### config.mk
export PLATFORM = sky130hd
export DESIGN_NAME = relay_coil_operand_bank
export DESIGN_NICKNAME = d
export VERILOG_FILES = /design/src/common/relay_coil_pkg.sv /design/src/relay_coil_operand_bank.sv
export SDC_FILE = /design/constraint.sdc
export NUM_CORES = 2
export LEC_CHECK = 0
export BUFFER_PORTS_ARGS = -buffer_cell sky130_fd_sc_hd__buf_2
export CAP_MARGIN = 20
export CELL_PAD_IN_SITES_DETAIL_PLACEMENT = 1
export CELL_PAD_IN_SITES_GLOBAL_PLACEMENT = 1
export CORE_AREA = 4 4 292 294
export CTS_BUF_LIST = sky130_fd_sc_hd__clkbuf_8
export CTS_CLUSTER_DIAMETER = 80
export DETAILED_ROUTE_END_ITERATION = 10
export DIE_AREA = 0 0 296 298
export PLACE_DENSITY_LB_ADDON = 0.1
export SLEW_MARGIN = 20
export SYNTH_ARGS = -nofsm -noshare
export SYNTH_HDL_FRONTEND = slang
export SYNTH_SLANG_ARGS = --single-unit
### constraint.sdc
create_clock -name clk -period 3.35 [get_ports clk]
set_input_delay 0.335 -clock clk [delete_from_list [all_inputs] [get_ports clk]]
set_output_delay 0.335 -clock clk [all_outputs]
set_load 0.02 [all_outputs]
### src/common/relay_coil_pkg.sv
// Constants and types shared by the relay coil operand bank.
// Assumes a 10 MHz core clock and a word-indexed register port.
package relay_coil_pkg;

  // Register port geometry.
  localparam int unsigned ADDR_W = 6;
  localparam int unsigned DATA_W = 32;

  // Register indices on the plain register port.
  localparam logic [5:0] A_CTRL    = 6'h00;
  localparam logic [5:0] A_CFG     = 6'h01;
  localparam logic [5:0] A_STATUS  = 6'h02;
  localparam logic [5:0] A_IN_IMG  = 6'h03;
  localparam logic [5:0] A_OUT     = 6'h04;
  localparam logic [5:0] A_MBANK   = 6'h08;
  localparam logic [5:0] A_NBANK   = 6'h0C;
  localparam logic [5:0] A_T_STAT  = 6'h10;
  localparam logic [5:0] A_T_PRE   = 6'h11;
  localparam logic [5:0] A_T_UPD   = 6'h12;
  localparam logic [5:0] A_C_STAT  = 6'h13;
  localparam logic [5:0] A_C_PRE   = 6'h14;
  localparam logic [5:0] A_C_UPD   = 6'h15;
  localparam logic [5:0] A_C_LAST  = 6'h16;
  localparam logic [5:0] A_J_LO    = 6'h18;
  localparam logic [5:0] A_J_HI    = 6'h19;
  localparam logic [5:0] A_K_LO    = 6'h1A;
  localparam logic [5:0] A_K_HI    = 6'h1B;
  localparam logic [5:0] A_EDGE_IN = 6'h1C;
  localparam logic [5:0] A_EDGE_RS = 6'h1D;
  localparam logic [5:0] A_EDGE_FL = 6'h1E;

  // Field positions.
  localparam int unsigned CTRL_SCAN_BIT = 0;
  localparam int unsigned UPD_IDX_LSB   = 16;
  localparam int unsigned KEEP_BIT      = 16;

  // Bank sizes.
  localparam int unsigned N_DIN   = 12;
  localparam int unsigned N_KEY   = 4;
  localparam int unsigned N_DOUT  = 8;
  localparam int unsigned N_AUX   = 127;
  localparam int unsigned N_TMR   = 31;
  localparam int unsigned N_NET   = 63;
  localparam int unsigned N_EDGE  = 32;
  localparam int unsigned N_ANA   = 4;

  // Special flag positions inside the retained bank (coil number minus one).
  localparam int unsigned F_FIRST  = 48;
  localparam int unsigned F_BLINK  = 49;
  localparam int unsigned F_SEASON = 50;
  localparam int unsigned F_TEMP0  = 51;
  localparam int unsigned F_SER_RX = 55;
  localparam int unsigned F_NET_RX = 56;
  localparam int unsigned F_FDIR   = 57;
  localparam int unsigned F_EMAIL  = 59;
  localparam int unsigned F_FB_DN  = 60;
  localparam int unsigned F_FB_ER  = 61;
  localparam int unsigned F_FB_TO  = 62;

  // Input variant field codes, input masks and output masks.
  localparam logic [1:0]  VAR_IN6   = 2'h0;
  localparam logic [1:0]  VAR_IN8   = 2'h1;
  localparam logic [1:0]  VAR_IN12  = 2'h2;
  localparam logic [11:0] MASK_IN6  = 12'h03F;
  localparam logic [11:0] MASK_IN8  = 12'h0FF;
  localparam logic [11:0] MASK_IN12 = 12'hFFF;
  localparam logic [7:0]  MASK_OUT4 = 8'h0F;
  localparam logic [7:0]  MASK_OUT8 = 8'hFF;

  // Timing.
  localparam int unsigned CLK_KHZ        = 10_000;
  localparam int unsigned BLINK_HALF_MS  = 500;
  localparam int unsigned BLINK_HALF_CYC = BLINK_HALF_MS * CLK_KHZ;
  localparam logic [1:0]  PU_SYNC_CYC    = 2'h2;

  typedef struct packed {
    logic       keypad;
    logic       out8;
    logic [1:0] in_var;
  } cfg_s;

  localparam cfg_s CFG_RST = '{keypad: 1'b1, out8: 1'b1, in_var: VAR_IN12};

  typedef struct packed {
    logic        clr;
    logic        down;
    logic [4:0]  idx;
    logic [15:0] cur;
  } cnt_upd_s;

  typedef enum logic [1:0] {PU_WAIT, PU_CLEAR, PU_RUN} pu_e;

endpackage : relay_coil_pkg

### src/relay_coil_operand_bank.sv
// Per-scan operand and coil bank of a programmable relay.
// Assumes the user program drives the register port on clk and writes the
// scan-end command once per program scan; field pins are asynchronous.

module relay_coil_operand_bank
  import relay_coil_pkg::*;
#(
  parameter int unsigned BLINK_HALF_CYCLES = BLINK_HALF_CYC
) (
  // Clock and reset
  input  wire logic                clk,
  input  wire logic                arst_n,
  // Register port
  input  wire logic [ADDR_W-1:0]   addr,
  input  wire logic [DATA_W-1:0]   wdata,
  input  wire logic                wr_en,
  input  wire logic                rd_en,
  output logic      [DATA_W-1:0]   rdata,
  // Field pins
  input  wire logic [N_DIN-1:0]    din,
  input  wire logic [N_KEY-1:0]    key_in,
  input  wire logic                keep_en,
  output logic      [N_DOUT-1:0]   dout,
  output logic      [N_ANA-1:0]    analog_sel,
  // System events and levels
  input  wire logic                summer_evt,
  input  wire logic                winter_evt,
  input  wire logic [3:0]          temp_err,
  input  wire logic                fast_dir,
  input  wire logic                serial_rx,
  input  wire logic                network_rx,
  input  wire logic                fb_done,
  input  wire logic                fb_error,
  input  wire logic                fb_timeout,
  output logic                     email_send,
  // Remote station link
  input  wire logic [N_NET-1:0]    net_in,
  input  wire logic                net_in_valid,
  output logic      [N_NET-1:0]    net_out
);

  ////////////////////////////////////////////////////////////////////////////
  // Pin synchronisers. The third stage only feeds event edge detection.

  localparam int unsigned N_EVT  = 7;
  localparam int unsigned SYNC_W = N_DIN + N_KEY + 1 + 4 + 1 + N_EVT;

  logic [SYNC_W-1:0] s1_q;
  logic [SYNC_W-1:0] s2_q;
  logic [N_EVT-1:0]  s3_q;
  logic [SYNC_W-1:0] sync_in;

  assign sync_in = {din, key_in, keep_en, temp_err, fast_dir, summer_evt, winter_evt,
                    serial_rx, network_rx, fb_done, fb_error, fb_timeout};

  always_ff @(posedge clk or negedge arst_n) begin
    if (!arst_n) begin
      s1_q <= '0;
      s2_q <= '0;
      s3_q <= '0;
    end else begin
      s1_q <= sync_in;
      s2_q <= s1_q;
      s3_q <= s2_q[N_EVT-1:0];
    end
  end

  logic [N_DIN-1:0] din_s;
  logic [N_KEY-1:0] key_s;
  logic             keep_s;
  logic [3:0]       terr_s;
  logic             fdir_s;
  logic [N_EVT-1:0] evt;

  assign din_s  = s2_q[SYNC_W-1 -: N_DIN];
  assign key_s  = s2_q[SYNC_W-N_DIN-1 -: N_KEY];
  assign keep_s = s2_q[N_EVT+5];
  assign terr_s = s2_q[N_EVT+4 -: 4];
  assign fdir_s = s2_q[N_EVT];
  assign evt    = s2_q[N_EVT-1:0] & ~s3_q;

  logic ev_summer, ev_winter, ev_ser, ev_net, ev_dn, ev_er, ev_to;
  assign {ev_summer, ev_winter, ev_ser, ev_net, ev_dn, ev_er, ev_to} = evt;

  ////////////////////////////////////////////////////////////////////////////
  // Write decode.

  logic scan_end, wr_cfg, wr_out, wr_m, wr_n, wr_tpre, wr_tupd;
  logic wr_cpre, wr_cupd, wr_klo, wr_khi, wr_edge;

  assign scan_end = wr_en && (addr == A_CTRL) && wdata[CTRL_SCAN_BIT];
  assign wr_cfg   = wr_en && (addr == A_CFG);
  assign wr_out   = wr_en && (addr == A_OUT);
  assign wr_m     = wr_en && (addr[5:2] == A_MBANK[5:2]);
  assign wr_n     = wr_en && (addr[5:2] == A_NBANK[5:2]);
  assign wr_tpre  = wr_en && (addr == A_T_PRE);
  assign wr_tupd  = wr_en && (addr == A_T_UPD);
  assign wr_cpre  = wr_en && (addr == A_C_PRE);
  assign wr_cupd  = wr_en && (addr == A_C_UPD);
  assign wr_klo   = wr_en && (addr == A_K_LO);
  assign wr_khi   = wr_en && (addr == A_K_HI);
  assign wr_edge  = wr_en && (addr == A_EDGE_IN);

  ////////////////////////////////////////////////////////////////////////////
  // Configuration, power-up sequence and scan bookkeeping.

  cfg_s        cfg_q;
  pu_e         pu_q;
  logic [1:0]  pu_cnt_q;
  logic        keep_q;
  logic        first_q;
  logic [15:0] scan_cnt_q;

  // The keep strap is only trusted once it has crossed the synchroniser.
  always_ff @(posedge clk or negedge arst_n) begin
    if (!arst_n) begin
      pu_q     <= PU_WAIT;
      pu_cnt_q <= '0;
      keep_q   <= 1'b0;
    end else begin
      unique case (pu_q)
        PU_WAIT: begin
          pu_cnt_q <= pu_cnt_q + 2'h1;
          if (pu_cnt_q == PU_SYNC_CYC) begin
            keep_q <= keep_s;
            pu_q   <= keep_s ? PU_RUN : PU_CLEAR;
          end
        end
        PU_CLEAR: pu_q <= PU_RUN;
        PU_RUN:   pu_q <= PU_RUN;
      endcase
    end
  end

  always_ff @(posedge clk or negedge arst_n) begin
    if (!arst_n) begin
      cfg_q      <= CFG_RST;
      first_q    <= 1'b1;
      scan_cnt_q <= '0;
    end else begin
      if (wr_cfg) cfg_q <= cfg_s'(wdata[3:0]);
      if (scan_end) first_q <= 1'b0;
      if (scan_end) scan_cnt_q <= scan_cnt_q + 16'h0001;
    end
  end

  ////////////////////////////////////////////////////////////////////////////
  // Blink generator.

  logic [31:0] blink_cnt_q;
  logic        blink_q;

  always_ff @(posedge clk or negedge arst_n) begin
    if (!arst_n) begin
      blink_cnt_q <= '0;
      blink_q     <= 1'b0;
    end else if (blink_cnt_q == 32'(BLINK_HALF_CYCLES - 1)) begin
      blink_cnt_q <= '0;
      blink_q     <= ~blink_q;
    end else begin
      blink_cnt_q <= blink_cnt_q + 32'h0000_0001;
    end
  end

  ////////////////////////////////////////////////////////////////////////////
  // Auxiliary banks. Hardware sets are applied after software writes so that
  // an event landing on a clear is kept.

  logic [N_AUX-1:0] m_q, m_d;
  logic [N_AUX-1:0] n_q, n_d;

  always_comb begin
    m_d = m_q;
    n_d = n_q;
    if (pu_q == PU_CLEAR) m_d = '0;
    for (int b = 0; b < N_AUX; b++) begin
      if (wr_m && (2'(b / 32) == addr[1:0])) m_d[b] = wdata[b % 32];
      if (wr_n && (2'(b / 32) == addr[1:0])) n_d[b] = wdata[b % 32];
    end
    if (pu_q == PU_RUN && first_q) m_d[F_FIRST] = ~scan_end;
    m_d[F_BLINK] = blink_q;
    if (ev_winter) m_d[F_SEASON] = 1'b0;
    if (ev_summer) m_d[F_SEASON] = 1'b1;
    for (int c = 0; c < 4; c++) begin
      if (terr_s[c]) m_d[F_TEMP0 + c] = 1'b1;
    end
    if (ev_ser) m_d[F_SER_RX] = 1'b1;
    if (ev_net) m_d[F_NET_RX] = 1'b1;
    m_d[F_FDIR] = fdir_s;
    if (ev_dn) m_d[F_FB_DN] = 1'b1;
    if (ev_er) m_d[F_FB_ER] = 1'b1;
    if (ev_to) m_d[F_FB_TO] = 1'b1;
  end

  // No reset here: this bank stands for battery-backed storage.
  always_ff @(posedge clk) begin
    m_q <= m_d;
  end

  always_ff @(posedge clk or negedge arst_n) begin
    if (!arst_n) n_q <= '0;
    else         n_q <= n_d;
  end

  ////////////////////////////////////////////////////////////////////////////
  // Scan-boundary images: inputs sampled, outputs and e-mail edge released.

  logic [N_DIN-1:0]  din_mask;
  logic [N_DOUT-1:0] dout_mask;
  logic [N_DIN-1:0]  din_img_q;
  logic [N_KEY-1:0]  key_img_q;
  logic [N_DOUT-1:0] out_coil_q;
  logic [N_NET-1:0]  j_q, j_img_q, k_q;
  logic              email_prev_q;

  assign din_mask  = (cfg_q.in_var == VAR_IN6) ? MASK_IN6 :
                     (cfg_q.in_var == VAR_IN8) ? MASK_IN8 : MASK_IN12;
  assign dout_mask = cfg_q.out8 ? MASK_OUT8 : MASK_OUT4;

  always_ff @(posedge clk or negedge arst_n) begin
    if (!arst_n) begin
      din_img_q    <= '0;
      key_img_q    <= '0;
      out_coil_q   <= '0;
      dout         <= '0;
      analog_sel   <= '0;
      j_q          <= '0;
      j_img_q      <= '0;
      k_q          <= '0;
      net_out      <= '0;
      email_prev_q <= 1'b0;
      email_send   <= 1'b0;
    end else begin
      if (wr_out) out_coil_q <= wdata[N_DOUT-1:0];
      if (net_in_valid) j_q <= net_in;
      if (wr_klo) k_q[31:0] <= wdata;
      if (wr_khi) k_q[N_NET-1:32] <= wdata[N_NET-33:0];
      analog_sel <= {N_ANA{cfg_q.in_var == VAR_IN12}};
      email_send <= scan_end && m_q[F_EMAIL] && !email_prev_q;
      if (scan_end) begin
        din_img_q    <= din_s & din_mask;
        key_img_q    <= cfg_q.keypad ? key_s : '0;
        j_img_q      <= j_q;
        dout         <= out_coil_q & dout_mask;
        net_out      <= k_q;
        email_prev_q <= m_q[F_EMAIL];
      end
    end
  end

  ////////////////////////////////////////////////////////////////////////////
  // Timer and counter status coils.

  logic [15:0]      t_pre_q, c_pre_q, c_last_q;
  logic [N_TMR-1:0] t_stat_q, c_stat_q;
  logic [4:0]       t_idx;
  logic             t_hit;
  cnt_upd_s         cu;

  assign t_idx = wdata[UPD_IDX_LSB +: 5];
  assign t_hit = wdata[15:0] >= t_pre_q;
  assign cu    = cnt_upd_s'(wdata[22:0]);

  always_ff @(posedge clk or negedge arst_n) begin
    if (!arst_n) begin
      t_pre_q  <= '0;
      c_pre_q  <= '0;
      c_last_q <= '0;
      t_stat_q <= '0;
      c_stat_q <= '0;
    end else begin
      if (wr_tpre) t_pre_q <= wdata[15:0];
      if (wr_cpre) c_pre_q <= wdata[15:0];
      if (wr_tupd && t_idx != 5'h1F) t_stat_q[t_idx] <= t_hit;
      if (wr_cupd && cu.idx != 5'h1F) begin
        if (cu.clr) begin
          c_stat_q[cu.idx] <= 1'b0;
          c_last_q         <= '0;
        end else begin
          c_last_q <= cu.cur;
          if (!cu.down && cu.cur >= c_pre_q) c_stat_q[cu.idx] <= 1'b1;
          if (cu.down && cu.cur == 16'h0000) c_stat_q[cu.idx] <= 1'b0;
        end
      end
    end
  end

  ////////////////////////////////////////////////////////////////////////////
  // Edge elements. The previous sample only moves at a scan boundary, so each
  // edge output holds for exactly one scan.

  logic [N_EDGE-1:0] edge_in_q, edge_prev_q, edge_rise, edge_fall;

  assign edge_rise = edge_in_q & ~edge_prev_q;
  assign edge_fall = ~edge_in_q & edge_prev_q;

  always_ff @(posedge clk or negedge arst_n) begin
    if (!arst_n) begin
      edge_in_q   <= '0;
      edge_prev_q <= '0;
    end else begin
      if (wr_edge) edge_in_q <= wdata;
      if (scan_end) edge_prev_q <= edge_in_q;
    end
  end

  ////////////////////////////////////////////////////////////////////////////
  // Read path. Unmapped and write-only locations read as zero.

  logic [127:0]      m_pad, n_pad;
  logic [DATA_W-1:0] rd_word;

  assign m_pad = {1'b0, m_q};
  assign n_pad = {1'b0, n_q};

  always_comb begin
    rd_word = '0;
    if (addr[5:2] == A_MBANK[5:2]) rd_word = m_pad[addr[1:0]*32 +: 32];
    else if (addr[5:2] == A_NBANK[5:2]) rd_word = n_pad[addr[1:0]*32 +: 32];
    else begin
      unique case (addr)
        A_CFG:     rd_word = {28'h000_0000, cfg_q};
        A_STATUS:  rd_word = {15'h0000, keep_q, scan_cnt_q};
        A_IN_IMG:  rd_word = {12'h000, analog_sel, key_img_q, din_img_q};
        A_OUT:     rd_word = {24'h00_0000, out_coil_q};
        A_T_STAT:  rd_word = {1'b0, t_stat_q};
        A_T_PRE:   rd_word = {16'h0000, t_pre_q};
        A_C_STAT:  rd_word = {1'b0, c_stat_q};
        A_C_PRE:   rd_word = {16'h0000, c_pre_q};
        A_C_LAST:  rd_word = {16'h0000, c_last_q};
        A_J_LO:    rd_word = j_img_q[31:0];
        A_J_HI:    rd_word = {1'b0, j_img_q[N_NET-1:32]};
        A_EDGE_IN: rd_word = edge_in_q;
        A_EDGE_RS: rd_word = edge_rise;
        A_EDGE_FL: rd_word = edge_fall;
        default:   rd_word = '0;
      endcase
    end
  end

  always_ff @(posedge clk or negedge arst_n) begin
    if (!arst_n)     rdata <= '0;
    else if (rd_en)  rdata <= rd_word;
    else             rdata <= '0;
  end

endmodule : relay_coil_operand_bank
==> summary.md <==
| Metric | Value |
|---|---|
| Max Clock Freq | 0.368 GHz |
| Initial antenna violation count | 4 |
| Buffers & Inverters on Critical Path | 2 |
| DR WL met2 | roughly 54000 um |
| Comb power frac | 0.093 |
| RePlAce Congestion | 0.884 |
| Htree depth | 4 |
| Vias in the first global route | around 29000 |
| CP Cell Sequence | inv_1 > ha_1 > nand2_1 > o21ai_0 > a41oi_1 > or3_1 > o21ai_0 > buf_4 > mux2_2 |
| Routed WL | 120000 um |
| Placed cells | approximately 4300 |
| Final hold viol count | 0 |
| Most common cell after layout, fill and taps aside | dfrtp_1 |
| CTS tree | done |
| Design area | ~44000 um2 |
| Skew final | 0.0248 ns |
| Total GRT Usage | 0.275 |
| PortBufs | 242 |
| Share of layout cells above drive strength 1 | 0.275 |
| CTS Root Cell | clkbuf_8 |
| Unique cell type count in the Yosys netlist | 64 |
| Yosys reg bits | 871 |
| Area delta synth->final | 19.4% |
| DRC viols | 0 |
| Die Area | a little under 90000 um2 |
| CTS buffer count | ~150 |
| Crit Path Category | reg -> reg |
| Mapped cell area | 36900 um2 |
| Nets | 3692 |
| CP Capture Type | flop |
| Initial DRC count | between 2000 and 2500 |
| Die height | around 300 um |
| Seq pwr share | 0.508 |
| Clock power frac | 0.399 |
| Leak | around 21 nW |
| Run status | finished clean |
| Crit path DAT | 3.44 ns |
| Min Clock Period, post-route | 2.72 ns |
| Worst Hold Class | in -> reg |
| Non-Filler Instances | 4717 |
| Row cnt | approximately 110 |
| # fillers | about 8600 |
| Die W | ~300 um |
| Top Metal Used | met5 |
| Met1 WL | 55400 um |
| Post-CTS Setup Repair Bufs | 0 |
| Top-area cell type share of the netlist area | 0.502 |
| Slew HR | 0.308 |
| Maximum vdd drop | around 0.00035 V |
| Final setup TNS | 0 ns |
| Reg area | 22300 um2 |
| RSZ-0062 raised after global routing | no |
| Worst Path Required | around 4 ns |
| Cell Pwr Density | 536 nW/um2 |
| CP max FO | 4 |
| Final setup vio count | 0 |
| Average wire per standard cell | 25.5 um |
| Largest net degree at the start of global routing | between 100 and 150 |
| CP delay by family, top | compound AO/OA/AOI/OAI gates |
| Core area | 82900 um2 |
| Number of flops mapped to enable cells by yosys | 115 |
| Clk buf depth | 3 |
| Startpoint type of the worst setup path | flop |
| Ys Warns | 0 |
| Final Max Slew Viols | 0 |
| Post-CTS Resized | 0 |
| Ports | between 200 and 250 |
| First-pass detailed-route iteration total | 8 |
| Clock Latency Late Sink | 0.81 ns |
| Post-synth top flop | dfrtp_1 |
| Final period utilization | 0.811 |
| Yosys top cell by area | dfrtp_1 |
| Worst slew pin tran | 1.04 ns |
| Routed Antenna Nets | 0 |
| Net Sw Frac | 0.260 |
| Max Cap Viol | 0 |
| DP Area | 39900 um2 |
| Slowest CP cell | o21ai_0 |
| Routed wl met3 | 8470 um |
| Clk slew on worst S/H paths | about 0.06 ns |
| Via count | 26700 |
| Fraction of registers with async set/reset | 0.854 |
| Multi-input gate area | about 14000 um2 |
| Most common cell on crit path | o21ai_0 |
| CP peak stage delay | 0.61 ns |
| Syn Area/Cell | 12.0 um2 |
| Sequential share of the synthesized area | 0.604 |
| Congestion Overflow GR | 0 |
| First-pass GRT wire length | ~180000 um |
| Starting Density | 0.445 |
| Area contributors post-synth | dfrtp_1 50%, mux2_2 9.9%, edfxtp_1 9.4%, nand2_1 6.3%, mux4_2 3.8% |
| Total net switching power | 6.14 mW |
| Clock tree sinks | ~870 |
| Pint | 17.5 mW |
| Commonest non-fill, non-tap cells in the layout | 740 x dfrtp_1, 622 x nand2_1, 325 x mux2_2, 239 x buf_2, 185 x clkbuf_8 |
| HPWL after DPL | 80200 um |
| Syn Inst Count | 3084 |
| Post-synth net total | approximately 3300 |
| Via density | 5.65 |
final cells by class:
class,count,share of cell area
Tap cell,1080,0.0307
Antenna cell,4,0.000227
Clock inverter,83,0.00889
Timing Repair Buffer,489,0.0817
Multi-Input combinational cell,1947,0.309
Sequential cell,871,0.506
Inverter,58,0.00494
Clock buffer,185,0.0578
stage by stage:
stage	power [mW]	hold WS, ns	setup WS, ns	utilization
2_1_floorplan	13.1	0.0394	0.914	-
3_3_place_gp	14.1	0.332	0.583	0.482
3_5_place_dp	14.3	0.336	0.530	0.482
4_1_cts	23.9	0.00482	0.673	0.532
5_1_grt	24.7	0.0537	0.609	0.532
6_report	23.6	0.0885	0.632	0.532
repair_timing:
| action | 4_1_cts | 5_1_grt |
|---|---|---|
| endpoints found under the setup margin | 0 | 0 |
| hold buffers | 118 | 0 |
| endpoints found under the hold margin | 280 | 0 |
synth_stat cells (all sizes together), types with 5 or more instances:
master and count:
a221oi 29, a32o 24, nand2b 40, xnor2 24
nor3b 13, inv 58, mux4 62, or3 5
xor2 21, a22oi 48, edfxtp 115, a22o 5
and4 12, dfrtp 740, a211oi 5, a211o 5
a32oi 16, o21ai 111, nand2 622, a31oi 34
nand4 12, or2 7, a222oi 17, dfxtp 12
ha 38, a41oi 5, mux2 325, a21oi 112
and2 111, clkbuf 172, nand3 41, nand3b 17
a221o 5, buf 36, nor4 13, nor2b 10
and3 15, nor2 98, nor3 17
registers in the layout, summed over array words and instances, names as in the netlist, 63 cells and up, named ones only:
name and cells:
j_q 63, j_img_q 63, k_q 63, n_q 127, net_out 63, m_q 127
final timing paths:
path	depth (start not counted)	start	slack, ns	endpoint
setup / recovery	9	t_pre_q[10]$_DFFE_PN0P_	0.63	t_stat_q[30]$_DFFE_PN0P_
hold / removal	2	wdata[26]	0.09	k_q[58]$_DFFE_PN0P_
setup reg to reg	9	t_pre_q[10]$_DFFE_PN0P_	0.63	t_stat_q[30]$_DFFE_PN0P_
hold reg to reg	0	s1_q[0]$_DFF_PN0_	0.34	s2_q[0]$_DFF_PN0_
max in group asynchronous	3	arst_n	2.10	n_q[65]$_DFFE_PN0P_
min in group asynchronous	2	arst_n	0.20	blink_cnt_q[27]$_DFF_PN0_
logic make-up (layout without fill, tap and decap cells):
kind of cell,Yosys count,in the layout,synth area share
AOI/OAI and AO/OA,430,430,0.0766
xor gates and xnor gates,45,45,0.0107
muxes,391,391,0.138
buffers and inverters,266,815,0.0283
DFF,871,871,0.604
other,0,4,0
and+or+nand+nor,1043,1043,0.129
adders and majority gates,38,38,0.0129
per-layer routing:
layer | up-vias | global-route usage
li1 | 11700 | -
met1 | 13900 | 0.405
met2 | 895 | 0.415
met3 | 159 | 0.0572
met4 | 4 | 0.0773
met5 | - | 0
power by group through the flow:
stage | Sequential (mW) | Clock [mW] | Combinational [mW]
final | 12.0 | 9.44 | 2.19
after global routing | 12.1 | 10.2 | 2.41
after detailed placement | 12.2 | 0 | 2.09
after floorplan | 12.0 | 0 | 1.18
after global placement | 12.1 | 0 | 2.01
after CTS | 12.0 | 9.71 | 2.21
No activity file was read; power rests on OpenSTA's default activity.
